**src/inc/psq_map.vh**
```
`ifndef PSQ_MAP_VH
`define PSQ_MAP_VH
// ----------------------------------------
// widths and sizes
// ----------------------------------------
`define PSQ_PC_W        12
`define PSQ_STACK_DEPTH 6
`define PSQ_SP_W        3
`define PSQ_PHASE_W     2
// ----------------------------------------
// vectors
// ----------------------------------------
`define PSQ_VEC_RESET   12'h000
`define PSQ_VEC_EXT     12'h004
`define PSQ_VEC_TMR0    12'h008
`define PSQ_VEC_TMR1    12'h00C
// ----------------------------------------
// phase codes
// ----------------------------------------
`define PSQ_PH_FETCH    2'h0
`define PSQ_PH_LAST     2'h3
`endif

```
**src/rtl/psq_program_sequencer.v**
```verilog
// Overview of operation
// (RQ1) system clock divides into four phases; four phases make one instruction cycle
// (RQ2) counter advances at start of fetch phase, next instruction fetched then
// (RQ3) decode and execute run in phases two to four, overlapped with next fetch
// (RQ4) jumps, calls and other non-sequential flow take two cycles; others one
// (RQ5) with rc oscillator, pin outputs fetch phase clock, quarter rate, 1:3 duty
// (RQ6) counter increments by one per instruction unless flow is non-sequential
// (RQ7) taken skip discards prefetched instruction and runs a dummy cycle
// (RQ8) software reads and writes only the low counter byte
// (RQ9) low byte write branches within current 256-word page, adds dummy cycle
// (RQ10) jump, call, interrupt, reset load full address; jump/call from instruction field
// (RQ11) return stack holds six values; stack and pointer invisible to software
// (RQ12) call or interrupt acknowledge pushes current counter onto stack
// (RQ13) subroutine or interrupt return pops latest stacked value into counter
// (RQ14) reset puts stack pointer at empty top position
// (RQ15) full stack withholds interrupt acknowledge until a return frees a level
// (RQ16) call on full stack still executes and overflows the stack
// (RQ17) after reset execution starts at address zero
// (RQ18) acknowledged external interrupt vectors to address four
// (RQ19) acknowledged first timer overflow vectors to address eight
// (RQ20) acknowledged second timer overflow vectors to address twelve
// (RQ21) taken skip leaves counter two beyond the skip instruction
`include "psq_map.vh"
`default_nettype none
module psq_program_sequencer #(
	parameter PC_W  = `PSQ_PC_W,
	parameter DEPTH = `PSQ_STACK_DEPTH
) (
	input  wire             core_clk,
	input  wire             sys_rst,
	input  wire             rc_osc_sel,
	input  wire             op_jump,
	input  wire             op_call,
	input  wire             op_subroutine_return,
	input  wire             op_interrupt_return,
	input  wire             op_skip_taken,
	input  wire [PC_W-1:0]  op_target,
	input  wire             pcl_wr,
	input  wire [7:0]       pcl_wdata,
	input  wire             irq_ext,
	input  wire             irq_tmr0,
	input  wire             irq_tmr1,
	output reg  [PC_W-1:0]  fetch_addr_ff,
	output reg              fetch_strobe_ff,
	output reg              exec_valid_ff,
	output reg              dummy_cycle_ff,
	output reg  [7:0]       program_counter_low_byte_ff,
	output reg              int_ack_ff,
	output reg  [1:0]       int_ack_src_ff,
	output reg              stack_full_ff,
	output reg              second_oscillator_pin_ff,
	output reg  [3:0]       phase_onehot_ff
);
	// ----------------------------------------
	// phase sequencer
	// ----------------------------------------
	localparam [3:0] PH_FETCH = 4'h1;
	localparam [3:0] PH_EX2   = 4'h2;
	localparam [3:0] PH_EX3   = 4'h4;
	localparam [3:0] PH_EX4   = 4'h8;

	reg  [3:0]      phase_ff;
	reg  [3:0]      nxt_phase;
	reg  [PC_W-1:0] pc_ff;
	reg  [PC_W-1:0] nxt_pc;
	reg  [PC_W-1:0] stack_ff [0:DEPTH-1];
	reg  [2:0]      sp_ff;
	reg  [2:0]      nxt_sp;
	reg             flush_ff;
	reg             nxt_flush;
	reg             pend_ext_ff;
	reg             pend_t0_ff;
	reg             pend_t1_ff;
	reg             do_push;
	reg  [PC_W-1:0] push_val;
	reg             nxt_ack;
	reg  [1:0]      nxt_src;
	integer         i;

	// stack depth as a pointer-wide constant; the pointer saturates above it on overflow
	localparam [31:0] DEPTH_W = DEPTH;
	localparam [2:0]  SP_FULL = DEPTH_W[2:0];

	wire       end_cycle = phase_ff[3];
	wire       full      = (sp_ff >= SP_FULL);
	// pop index clamps to the deepest entry after an overflow left the pointer past it
	wire [2:0] top_idx   = (sp_ff == 3'h0) ? 3'h0 :
		((sp_ff > SP_FULL) ? (SP_FULL - 3'h1) : (sp_ff - 3'h1));
	wire do_pop    = op_subroutine_return | op_interrupt_return;

	function [PC_W-1:0] vec_of;
		input [1:0] src;
		begin
			case (src)
				2'h0:    vec_of = `PSQ_VEC_EXT;
				2'h1:    vec_of = `PSQ_VEC_TMR0;
				default: vec_of = `PSQ_VEC_TMR1;
			endcase
		end
	endfunction

	always @* begin
		case (phase_ff)
			PH_FETCH: nxt_phase = PH_EX2;
			PH_EX2:   nxt_phase = PH_EX3;
			PH_EX3:   nxt_phase = PH_EX4;
			PH_EX4:   nxt_phase = PH_FETCH; // see (RQ1)
			default:  nxt_phase = PH_FETCH;
		endcase
	end

	// ----------------------------------------
	// next counter, stack and interrupt decision
	// ----------------------------------------
	always @* begin
		nxt_pc    = pc_ff;
		nxt_sp    = sp_ff;
		nxt_flush = flush_ff;
		do_push   = 1'b0;
		push_val  = pc_ff;
		nxt_ack   = 1'b0;
		nxt_src   = 2'h0;
		if (end_cycle) begin
			nxt_flush = 1'b0;
			nxt_pc    = pc_ff + 1'b1; // see (RQ6) (RQ2)
			if (flush_ff) begin
				nxt_pc = pc_ff + 1'b1; // see (RQ4)
			end else if (op_call) begin
				do_push   = 1'b1; // see (RQ12) (RQ16)
				nxt_sp    = (sp_ff == 3'h7) ? sp_ff : sp_ff + 1'b1;
				nxt_pc    = op_target; // see (RQ10)
				nxt_flush = 1'b1;
			end else if (op_jump) begin
				nxt_pc    = op_target; // see (RQ10)
				nxt_flush = 1'b1; // see (RQ4)
			end else if (do_pop) begin
				if (sp_ff != 3'h0)
					nxt_sp = sp_ff - 1'b1;
				nxt_pc    = stack_ff[top_idx]; // see (RQ13)
				nxt_flush = 1'b1;
			end else if (pcl_wr) begin
				nxt_pc    = {pc_ff[PC_W-1:8], pcl_wdata}; // see (RQ9) (RQ8)
				nxt_flush = 1'b1;
			end else if (op_skip_taken) begin
				nxt_pc    = pc_ff + 1'b1; // see (RQ21)
				nxt_flush = 1'b1; // see (RQ7)
			end else if ((pend_ext_ff | pend_t0_ff | pend_t1_ff) && !full) begin // see (RQ15)
				nxt_ack   = 1'b1;
				nxt_src   = pend_ext_ff ? 2'h0 : (pend_t0_ff ? 2'h1 : 2'h2);
				do_push   = 1'b1; // see (RQ12)
				push_val  = pc_ff;
				nxt_sp    = sp_ff + 1'b1;
				nxt_pc    = vec_of(nxt_src); // see (RQ18) (RQ19) (RQ20)
				nxt_flush = 1'b1;
			end
		end
	end

	// ----------------------------------------
	// registers
	// ----------------------------------------
	always @(posedge core_clk or posedge sys_rst) begin
		if (sys_rst) begin
			phase_ff                    <= PH_FETCH;
			pc_ff                       <= `PSQ_VEC_RESET; // see (RQ17)
			sp_ff                       <= 3'h0; // see (RQ14)
			flush_ff                    <= 1'b0;
			pend_ext_ff                 <= 1'b0;
			pend_t0_ff                  <= 1'b0;
			pend_t1_ff                  <= 1'b0;
			fetch_addr_ff               <= `PSQ_VEC_RESET;
			fetch_strobe_ff             <= 1'b0;
			exec_valid_ff               <= 1'b0;
			dummy_cycle_ff              <= 1'b0;
			program_counter_low_byte_ff <= 8'h00;
			int_ack_ff                  <= 1'b0;
			int_ack_src_ff              <= 2'h0;
			stack_full_ff               <= 1'b0;
			second_oscillator_pin_ff    <= 1'b0;
			phase_onehot_ff             <= 4'h0;
			for (i = 0; i < DEPTH; i = i + 1)
				stack_ff[i] <= {PC_W{1'b0}};
		end else begin
			phase_ff <= nxt_phase;
			pc_ff    <= nxt_pc;
			sp_ff    <= nxt_sp;
			flush_ff <= nxt_flush;
			if (do_push && sp_ff < SP_FULL)
				stack_ff[sp_ff] <= push_val;
			else if (do_push)
				stack_ff[DEPTH-1] <= push_val; // see (RQ16)
			// set wins over acknowledge clear; requests latched while full
			pend_ext_ff <= irq_ext  | (pend_ext_ff & ~(nxt_ack && nxt_src == 2'h0)); // see (RQ15)
			pend_t0_ff  <= irq_tmr0 | (pend_t0_ff & ~(nxt_ack && nxt_src == 2'h1));
			pend_t1_ff  <= irq_tmr1 | (pend_t1_ff & ~(nxt_ack && nxt_src == 2'h2));
			fetch_strobe_ff <= nxt_phase[0]; // see (RQ2)
			if (end_cycle)
				fetch_addr_ff <= nxt_pc;
			exec_valid_ff  <= nxt_phase[1] & ~flush_ff; // see (RQ3)
			dummy_cycle_ff <= end_cycle ? nxt_flush : dummy_cycle_ff; // see (RQ7)
			program_counter_low_byte_ff <= nxt_pc[7:0]; // see (RQ8)
			int_ack_ff     <= nxt_ack;
			int_ack_src_ff <= nxt_ack ? nxt_src : int_ack_src_ff;
			stack_full_ff  <= (nxt_sp >= SP_FULL); // see (RQ11)
			second_oscillator_pin_ff <= rc_osc_sel & nxt_phase[0]; // see (RQ5)
			phase_onehot_ff <= nxt_phase;
		end
	end
endmodule
`default_nettype wire

```
**config.mk**
```make
export PLATFORM = sky130hd
export DESIGN_NAME = psq_program_sequencer
export DESIGN_NICKNAME = d
export VERILOG_FILES = /design/src/rtl/psq_program_sequencer.v
export VERILOG_INCLUDE_DIRS = /design/src /design/src/inc
export SDC_FILE = /design/constraint.sdc
export NUM_CORES = 1
export LEC_CHECK = 0
export BUFFER_PORTS_ARGS = -buffer_cell sky130_fd_sc_hd__buf_2
export CAP_MARGIN = 20
export CORE_AREA = 2 2 104 106
export CTS_CLUSTER_DIAMETER = 60
export CTS_CLUSTER_SIZE = 30
export DETAILED_ROUTE_END_ITERATION = 6
export DIE_AREA = 0 0 106 108
export PLACE_DENSITY_LB_ADDON = 0.08
export SETUP_SLACK_MARGIN = 0.1
export SYNTH_ARGS = -nofsm -noshare
export SYNTH_HDL_FRONTEND = slang
export SYNTH_SLANG_ARGS = --single-unit
export TNS_END_PERCENT = 20
```
**constraint.sdc**
```tcl
create_clock -name core_clk -period 5.73 [get_ports core_clk]
set_clock_uncertainty 0.2 [all_clocks]
set_input_delay 0.573 -clock core_clk [delete_from_list [all_inputs] [get_ports core_clk]]
set_output_delay 0.573 -clock core_clk [all_outputs]
set_load 0.01 [all_outputs]
```
Yosys cells after proc, flatten, opt, wreduce, memory -nomap -nowiden
Index checks and enable logic that the tools add are counted.
Storage, ports and cells
  input port bits: 32
  register bits after elaboration: 127
  word-level logic and storage cells: 127
Cells by class
  add/subtract/negate cells: 3
  bitwise operators: 17
  equality and inequality tests: 7
  reductions and logical operators: 12
  muxes and demuxes: 58
  $lt $le $gt $ge: 7
Operators with widths (number)
  12-bit 2-to-1 mux: 13
  72-bit bitwise mux: 1
  12-bit binary-select mux with 3-bit select: 1
  12-bit demux with 3-bit select: 1
  3-bit 2-to-1 mux: 12
  2-bit 2-to-1 mux: 10
  1-bit 2-to-1 mux: 18
  12-bit by 1-bit adder with 12-bit output, second input constant: 1
  4-bit one-hot mux with 3 select lines: 1
  4-bit greater-or-equal comparator, second input constant: 2
  3-bit inverter with 4-bit output: 2
  4-bit one-hot mux with 2 select lines: 1
  3-bit greater-or-equal comparator, second input constant: 2
  1-bit logical AND: 6
  1-bit OR: 6
  1-bit AND: 5
  2-bit by 1-bit == test with 1-bit output, second input constant: 2
  4-bit by 1-bit == test with 1-bit output, second input constant: 1
  4-bit by 2-bit == test with 1-bit output, second input constant: 1
  4-bit by 3-bit == test with 1-bit output, second input constant: 1
  2-bit zero test: 2
  4-bit by 1-bit < comparator with 1-bit output, second input constant: 1
  1-bit inverter: 4
  3-bit by 1-bit adder with 3-bit output, second input constant: 1
  other kinds (9): 9

Logic depth before layout (Yosys ltp)
  depth after elaboration: 16
  mapped depth: 12

Worst setup path after synthesis
Ideal clock, no wire load.
  kind: reg-to-reg
  start: reg sp_ff[0]
  end: reg fetch_addr_ff[11]
  setup slack: 2.589 ns
  arrival time: 2.794 ns
  stages on the path, launching flop included: 11
  cells stage by stage: dfrtp_1 > inv_1 > clkbuf_1 > ha_1 > buf_2 > or2_2 > clkbuf_1 > nor2_1 > mux4_2 > a211oi_1 > o221ai_1
Between the ends
  cells in the longest elaborated chain, start to end: 12
  elaborated cells between the ends (all ways): 20
  classes of those cells: 1 x add/sub; 2 x order compare; 13 x mux; 1 x bitwise; 3 x reduce/logical
RTL lines
  start: declaration: line psq_program_sequencer.v:67  | reg [2:0] sp_ff;
  start signal: assignment: line psq_program_sequencer.v:186  | sp_ff <= nxt_sp;
  3-bit by 1-bit subtractor with 3-bit output or 3-bit greater-than comparator (tied branches): line psq_program_sequencer.v:88  | ((sp_ff > SP_FULL) ? (SP_FULL - 3'h1) : (sp_ff - 3'h1));
  3-bit 2-to-1 mux: line psq_program_sequencer.v:88
  3-bit 2-to-1 mux: line psq_program_sequencer.v:87  | wire [2:0] top_idx = (sp_ff == 3'h0) ? 3'h0 :
  3-bit inverter with 4-bit output (implied by the code): line psq_program_sequencer.v:139  | nxt_pc = stack_ff[top_idx];
  12-bit binary-select mux with 3-bit select: line psq_program_sequencer.v:139
  12-bit 2-to-1 mux (implied by the code) (2 in a row): line psq_program_sequencer.v:139
  12-bit 2-to-1 mux *: line psq_program_sequencer.v:136  | end else if (do_pop) begin
  12-bit 2-to-1 mux *: line psq_program_sequencer.v:133  | end else if (op_jump) begin
  12-bit 2-to-1 mux *: line psq_program_sequencer.v:128  | end else if (op_call) begin
  12-bit 2-to-1 mux *: line psq_program_sequencer.v:126  | if (flush_ff) begin
  12-bit 2-to-1 mux *: line psq_program_sequencer.v:123  | if (end_cycle) begin
  end signal: assignment: line psq_program_sequencer.v:171  | fetch_addr_ff <= `PSQ_VEC_RESET;
  end signal: assignment: line psq_program_sequencer.v:198  | fetch_addr_ff <= nxt_pc;
  end: declaration: line psq_program_sequencer.v:43  | output reg [PC_W-1:0] fetch_addr_ff,
Mark *: on every way between the ends. The rest lies on a longest branch, timed or not. The select of a mux whose other input is x is not followed.
A chain may end at the register's enable or synchronous reset.

Final worst setup path
  start: reg sp_ff[0]
  end: reg pc_ff[11]
Between the ends
  cells in the longest elaborated chain, start to end: 12
  elaborated cells between the ends (all ways): 20
  classes of those cells: 1 x add/sub; 2 x order compare; 13 x mux; 1 x bitwise; 3 x reduce/logical
RTL lines
  3-bit by 1-bit subtractor with 3-bit output or 3-bit greater-than comparator (tied branches): line psq_program_sequencer.v:88
  3-bit 2-to-1 mux: line psq_program_sequencer.v:88
  3-bit 2-to-1 mux: line psq_program_sequencer.v:87
  3-bit inverter with 4-bit output (implied by the code): line psq_program_sequencer.v:139
  12-bit binary-select mux with 3-bit select: line psq_program_sequencer.v:139
  12-bit 2-to-1 mux (implied by the code) (2 in a row): line psq_program_sequencer.v:139
  12-bit 2-to-1 mux *: line psq_program_sequencer.v:136
  12-bit 2-to-1 mux *: line psq_program_sequencer.v:133
  12-bit 2-to-1 mux *: line psq_program_sequencer.v:128
  12-bit 2-to-1 mux *: line psq_program_sequencer.v:126
  12-bit 2-to-1 mux *: line psq_program_sequencer.v:123
  named net nxt_pc[11]: line psq_program_sequencer.v:65  | reg [PC_W-1:0] nxt_pc;
  end signal: assignment: line psq_program_sequencer.v:165  | pc_ff <= `PSQ_VEC_RESET;
  end signal: assignment: line psq_program_sequencer.v:185  | pc_ff <= nxt_pc;
  end: declaration: line psq_program_sequencer.v:64  | reg [PC_W-1:0] pc_ff;
Mark *: on every way through the listed nets, which the timed path passes. The rest lies on a longest branch. The select of a mux whose other input is x is not followed.

==> results.json <==
{
  "grt_util_all_layers_pct": 32.7,
  "required_time_at_the_endpoint_of_the_critical_path_ps": 5900,
  "power-per-cell-area_mw_per_mm2": 475,
  "min_period_ps": 4140,
  "static-leakage-power_nw": 3.42,
  "nets": 680,
  "drt_first_iter_violations": 592,
  "design.portCount": 64,
  "globalRouteMet2Util_pct": 50.9,
  "maxCapViolations": 0,
  "grt.met3_usage_pct": 7.11,
  "rr_worst_depth": 8,
  "worstSkewPairLatency_ps": 530,
  "reg2reg_to": "pc_ff[11]",
  "synth_seq_area_share_pct": 44.1,
  "synth.cell_area_mm2": 0.00652,
  "die_extent_in_x_um": 106,
  "worst_ep_arrival_time_ps": 4320,
  "maxSlewViolCount": 0,
  "setup_slack_ps": 1590,
  "grt_start_max_net_pins": 66,
  "clock_tree.htree_level_count": 4,
  "first_global_vias": 5138,
  "start_util_pct": 63.7,
  "route.detailed.drc": 0,
  "yosys_most_used_dff": "dfrtp_1",
  "placer_congestion": 0.965,
  "commonest_non_fill_non_tap_cell_in_the_layout": "dfrtp_1",
  "globalRoute.busiestLayer": "met2",
  "route.detailed.wl_per_inst_um": 22.5,
  "via_count": 5261,
  "syn-mean-instance-area_um2": 10.6,
  "port_buffers": 63,
  "global_route_wire_length_before_repair_um": 28100,
  "area.growth.synth_to_final_pct": 12.0,
  "synthesis.nets": 655,
  "antenna_found_initial": 1,
  "die_h_um": 108,
  "grt_met1_usage_pct": 44.9,
  "cts_root_buf": "clkbuf_8",
  "synth_warnings": 0,
  "clkTransAtPathRegs_ps": 60,
  "preCtsSetupSlack_ps": 1710,
  "asyncSetResetFlopFracSynth_pct": 100,
  "place_hpwl_um": 12000,
  "setup_viol": 0,
  "drive_gt1_share_pct": 27.0,
  "ctsResizeCount": 0,
  "dieArea_mm2": 0.0114,
  "ff2ff_setup_slack_ps": 1590,
  "cts_inserted_buffers": 17,
  "design.core.area_mm2": 0.0102,
  "hold_viol_final": 0,
  "netlist_instances": 615,
  "cts_hold_buf": 0,
  "routed_wirelength_um": 17700,
  "clock.fmax_ghz": 0.241,
  "vias_per_cell": 6.66,
  "detail-route-antenna-nets": 0,
  "power_mw": 3.47,
  "r2r_start": "sp_ff[0]",
  "nFillCells": 760,
  "synth.ff_latch_count": 115,
  "fin_crit_sh_pct": 72.3,
  "outcome": "finished, final reports clean",
  "cts.sink_count": 115,
  "sort_of_element_at_the_start_of_the_critical_path": "register",
  "path_class_of_the_lowest_slack_min_delay_path": "in -> async",
  "number_of_flops_mapped_to_enable_cells_by_yosys": 0,
  "vdd_drop_max_mv": 0.274,
  "num_rows": 37,
  "post-cts-setup-buffers": 0,
  "drt_pass1_iterations": 5,
  "tritoncts": "yes",
  "ys_types": 68,
  "final_cell_mix": "dfrtp_1 (114), buf_2 (63), a21oi_1 (42)",
  "rel_slew_slack_pct": 40.5,
  "rsz_0062_raised_after_global_routing": "no",
  "grt.overflow.total": 0,
  "setup.worst_path.class": "reg -> reg",
  "ctsLongestPathBuffers": 2,
  "worst_setup_path_end_kind": "register",
  "tightest_pin_transition_ps": 893,
  "crit_path_max_fanout": 25,
  "aggregate_negative_setup_slack_ps": 0,
  "final_core_util_pct": 71.4
}
==> final cells by class <==
| class | count | area (um2) | share of cell area [%] |
|---|---|---|---|
| multi-input cells | 412 | 3210 | 43.9 |
| flip-flops and latches | 115 | 2880 | 39.4 |
| clock buffers | 28 | 505 | 6.92 |
| repair buffers | 66 | 338 | 4.63 |
| well taps | 136 | 170 | 2.33 |
| inverters | 28 | 108 | 1.47 |
| clock inverters | 4 | 95.1 | 1.30 |
| diodes | 1 | 2.50 | 0.0343 |
==> cells in the mapped netlist, types with 4 or more instances <==
cell / n / area share, %
nand2_1: 37 / 2.1
a211oi_1: 4 / 0.46
a31oi_1: 9 / 0.86
nor2_1: 16 / 0.92
ha_1: 8 / 1.5
mux2_4: 40 / 9.2
or3_1: 4 / 0.38
o211a_1: 4 / 0.61
nor4_1: 6 / 0.58
inv_1: 28 / 1.6
mux2i_1: 5 / 0.77
clkbuf_1: 32 / 1.8
dfrtp_1: 114 / 44
o221ai_1: 8 / 1.1
a32o_1: 5 / 0.77
nand4_1: 5 / 0.48
mux2_1: 10 / 1.7
xnor2_1: 7 / 0.94
buf_2: 7 / 0.54
mux2_2: 24 / 4.1
buf_4: 12 / 1.4
nor3_1: 13 / 1.0
o21ai_0: 27 / 2.1
a21oi_1: 42 / 3.2
or2_2: 4 / 0.38
nand3_1: 37 / 2.8
o2111ai_1: 5 / 0.67
o22ai_1: 4 / 0.38
buf_6: 7 / 1.2
o211ai_1: 22 / 2.5
nand4_2: 4 / 0.77
==> registers in the layout, indices dropped and copies added (netlist names) <==
name,cells
dummy_cycle_ff,1
exec_valid_ff,1
fetch_addr_ff,12
flush_ff,1
int_ack_ff,1
int_ack_src_ff,2
pc_ff,12
pend_ext_ff,1
pend_t0_ff,1
pend_t1_ff,1
phase_ff,4
phase_onehot_ff,1
second_oscillator_pin_ff,1
sp_ff,3
stack_ff,72
stack_full_ff,1
==> critical path, stage by stage (launching register included) <==
cell and delay, ps:
dfrtp_1 480, inv_1 430, ha_1 390, ha_1 290
nand4bb_1 740, nand2_1 530, mux4_2 360, a211oi_1 390
o221ai_1 180
==> kinds of logic after synthesis <==
kind of cell               after synthesis  share of synthesized area (%)
and+or+nand+nor                        154                           12.9
adders and majority gates                8                           1.53
AOI/OAI and AO/OA                      160                           16.8
buffers and inverters                   88                           6.70
xor gates and xnor gates                 8                           1.07
muxes                                   82                           16.9
DFF                                    115                           44.1
==> metal layers <==
layer  vias to the layer above  part of all wire (%)  wire length [um]
met5                         -                     0                 0
met3                        45                   9.1              1610
li1                       2334                     -                 -
met1                      2588                    42              7410
met4                         0                   2.9               513
met2                       294                    46              8210
==> worst max-delay path by stage <==
stage / start / endpoint / slack [ps] / cells after the start
6_report: sp_ff[0] / pc_ff[11] / 1590 / 8
5_1_grt: sp_ff[0] / fetch_addr_ff[11] / 1340 / 8
4_1_cts: sp_ff[0] / fetch_addr_ff[11] / 1640 / 8
3_5_place_dp: sp_ff[0] / fetch_addr_ff[11] / 1710 / 8
3_3_place_gp: sp_ff[0] / pc_ff[11] / 1920 / 8
2_1_floorplan: sys_rst / dummy_cycle_ff / 1910 / 1
==> stage by stage <==
stage,instances,instance area (um2),hold slack [ps]
2_1_floorplan,615,6520,252
3_3_place_gp,757,6700,249
3_5_place_dp,757,6700,269
4_1_cts,789,7300,11.3
5_1_grt,789,7300,26.2
6_report,790,7300,4.63
==> report_power, final <==
group	internal (mW)	switching (mW)
Clock	0.721	0.360
Sequential	1.02	0.236
Combinational	0.474	0.655
Total	2.22	1.25
No activity file was read; power rests on OpenSTA's default activity.
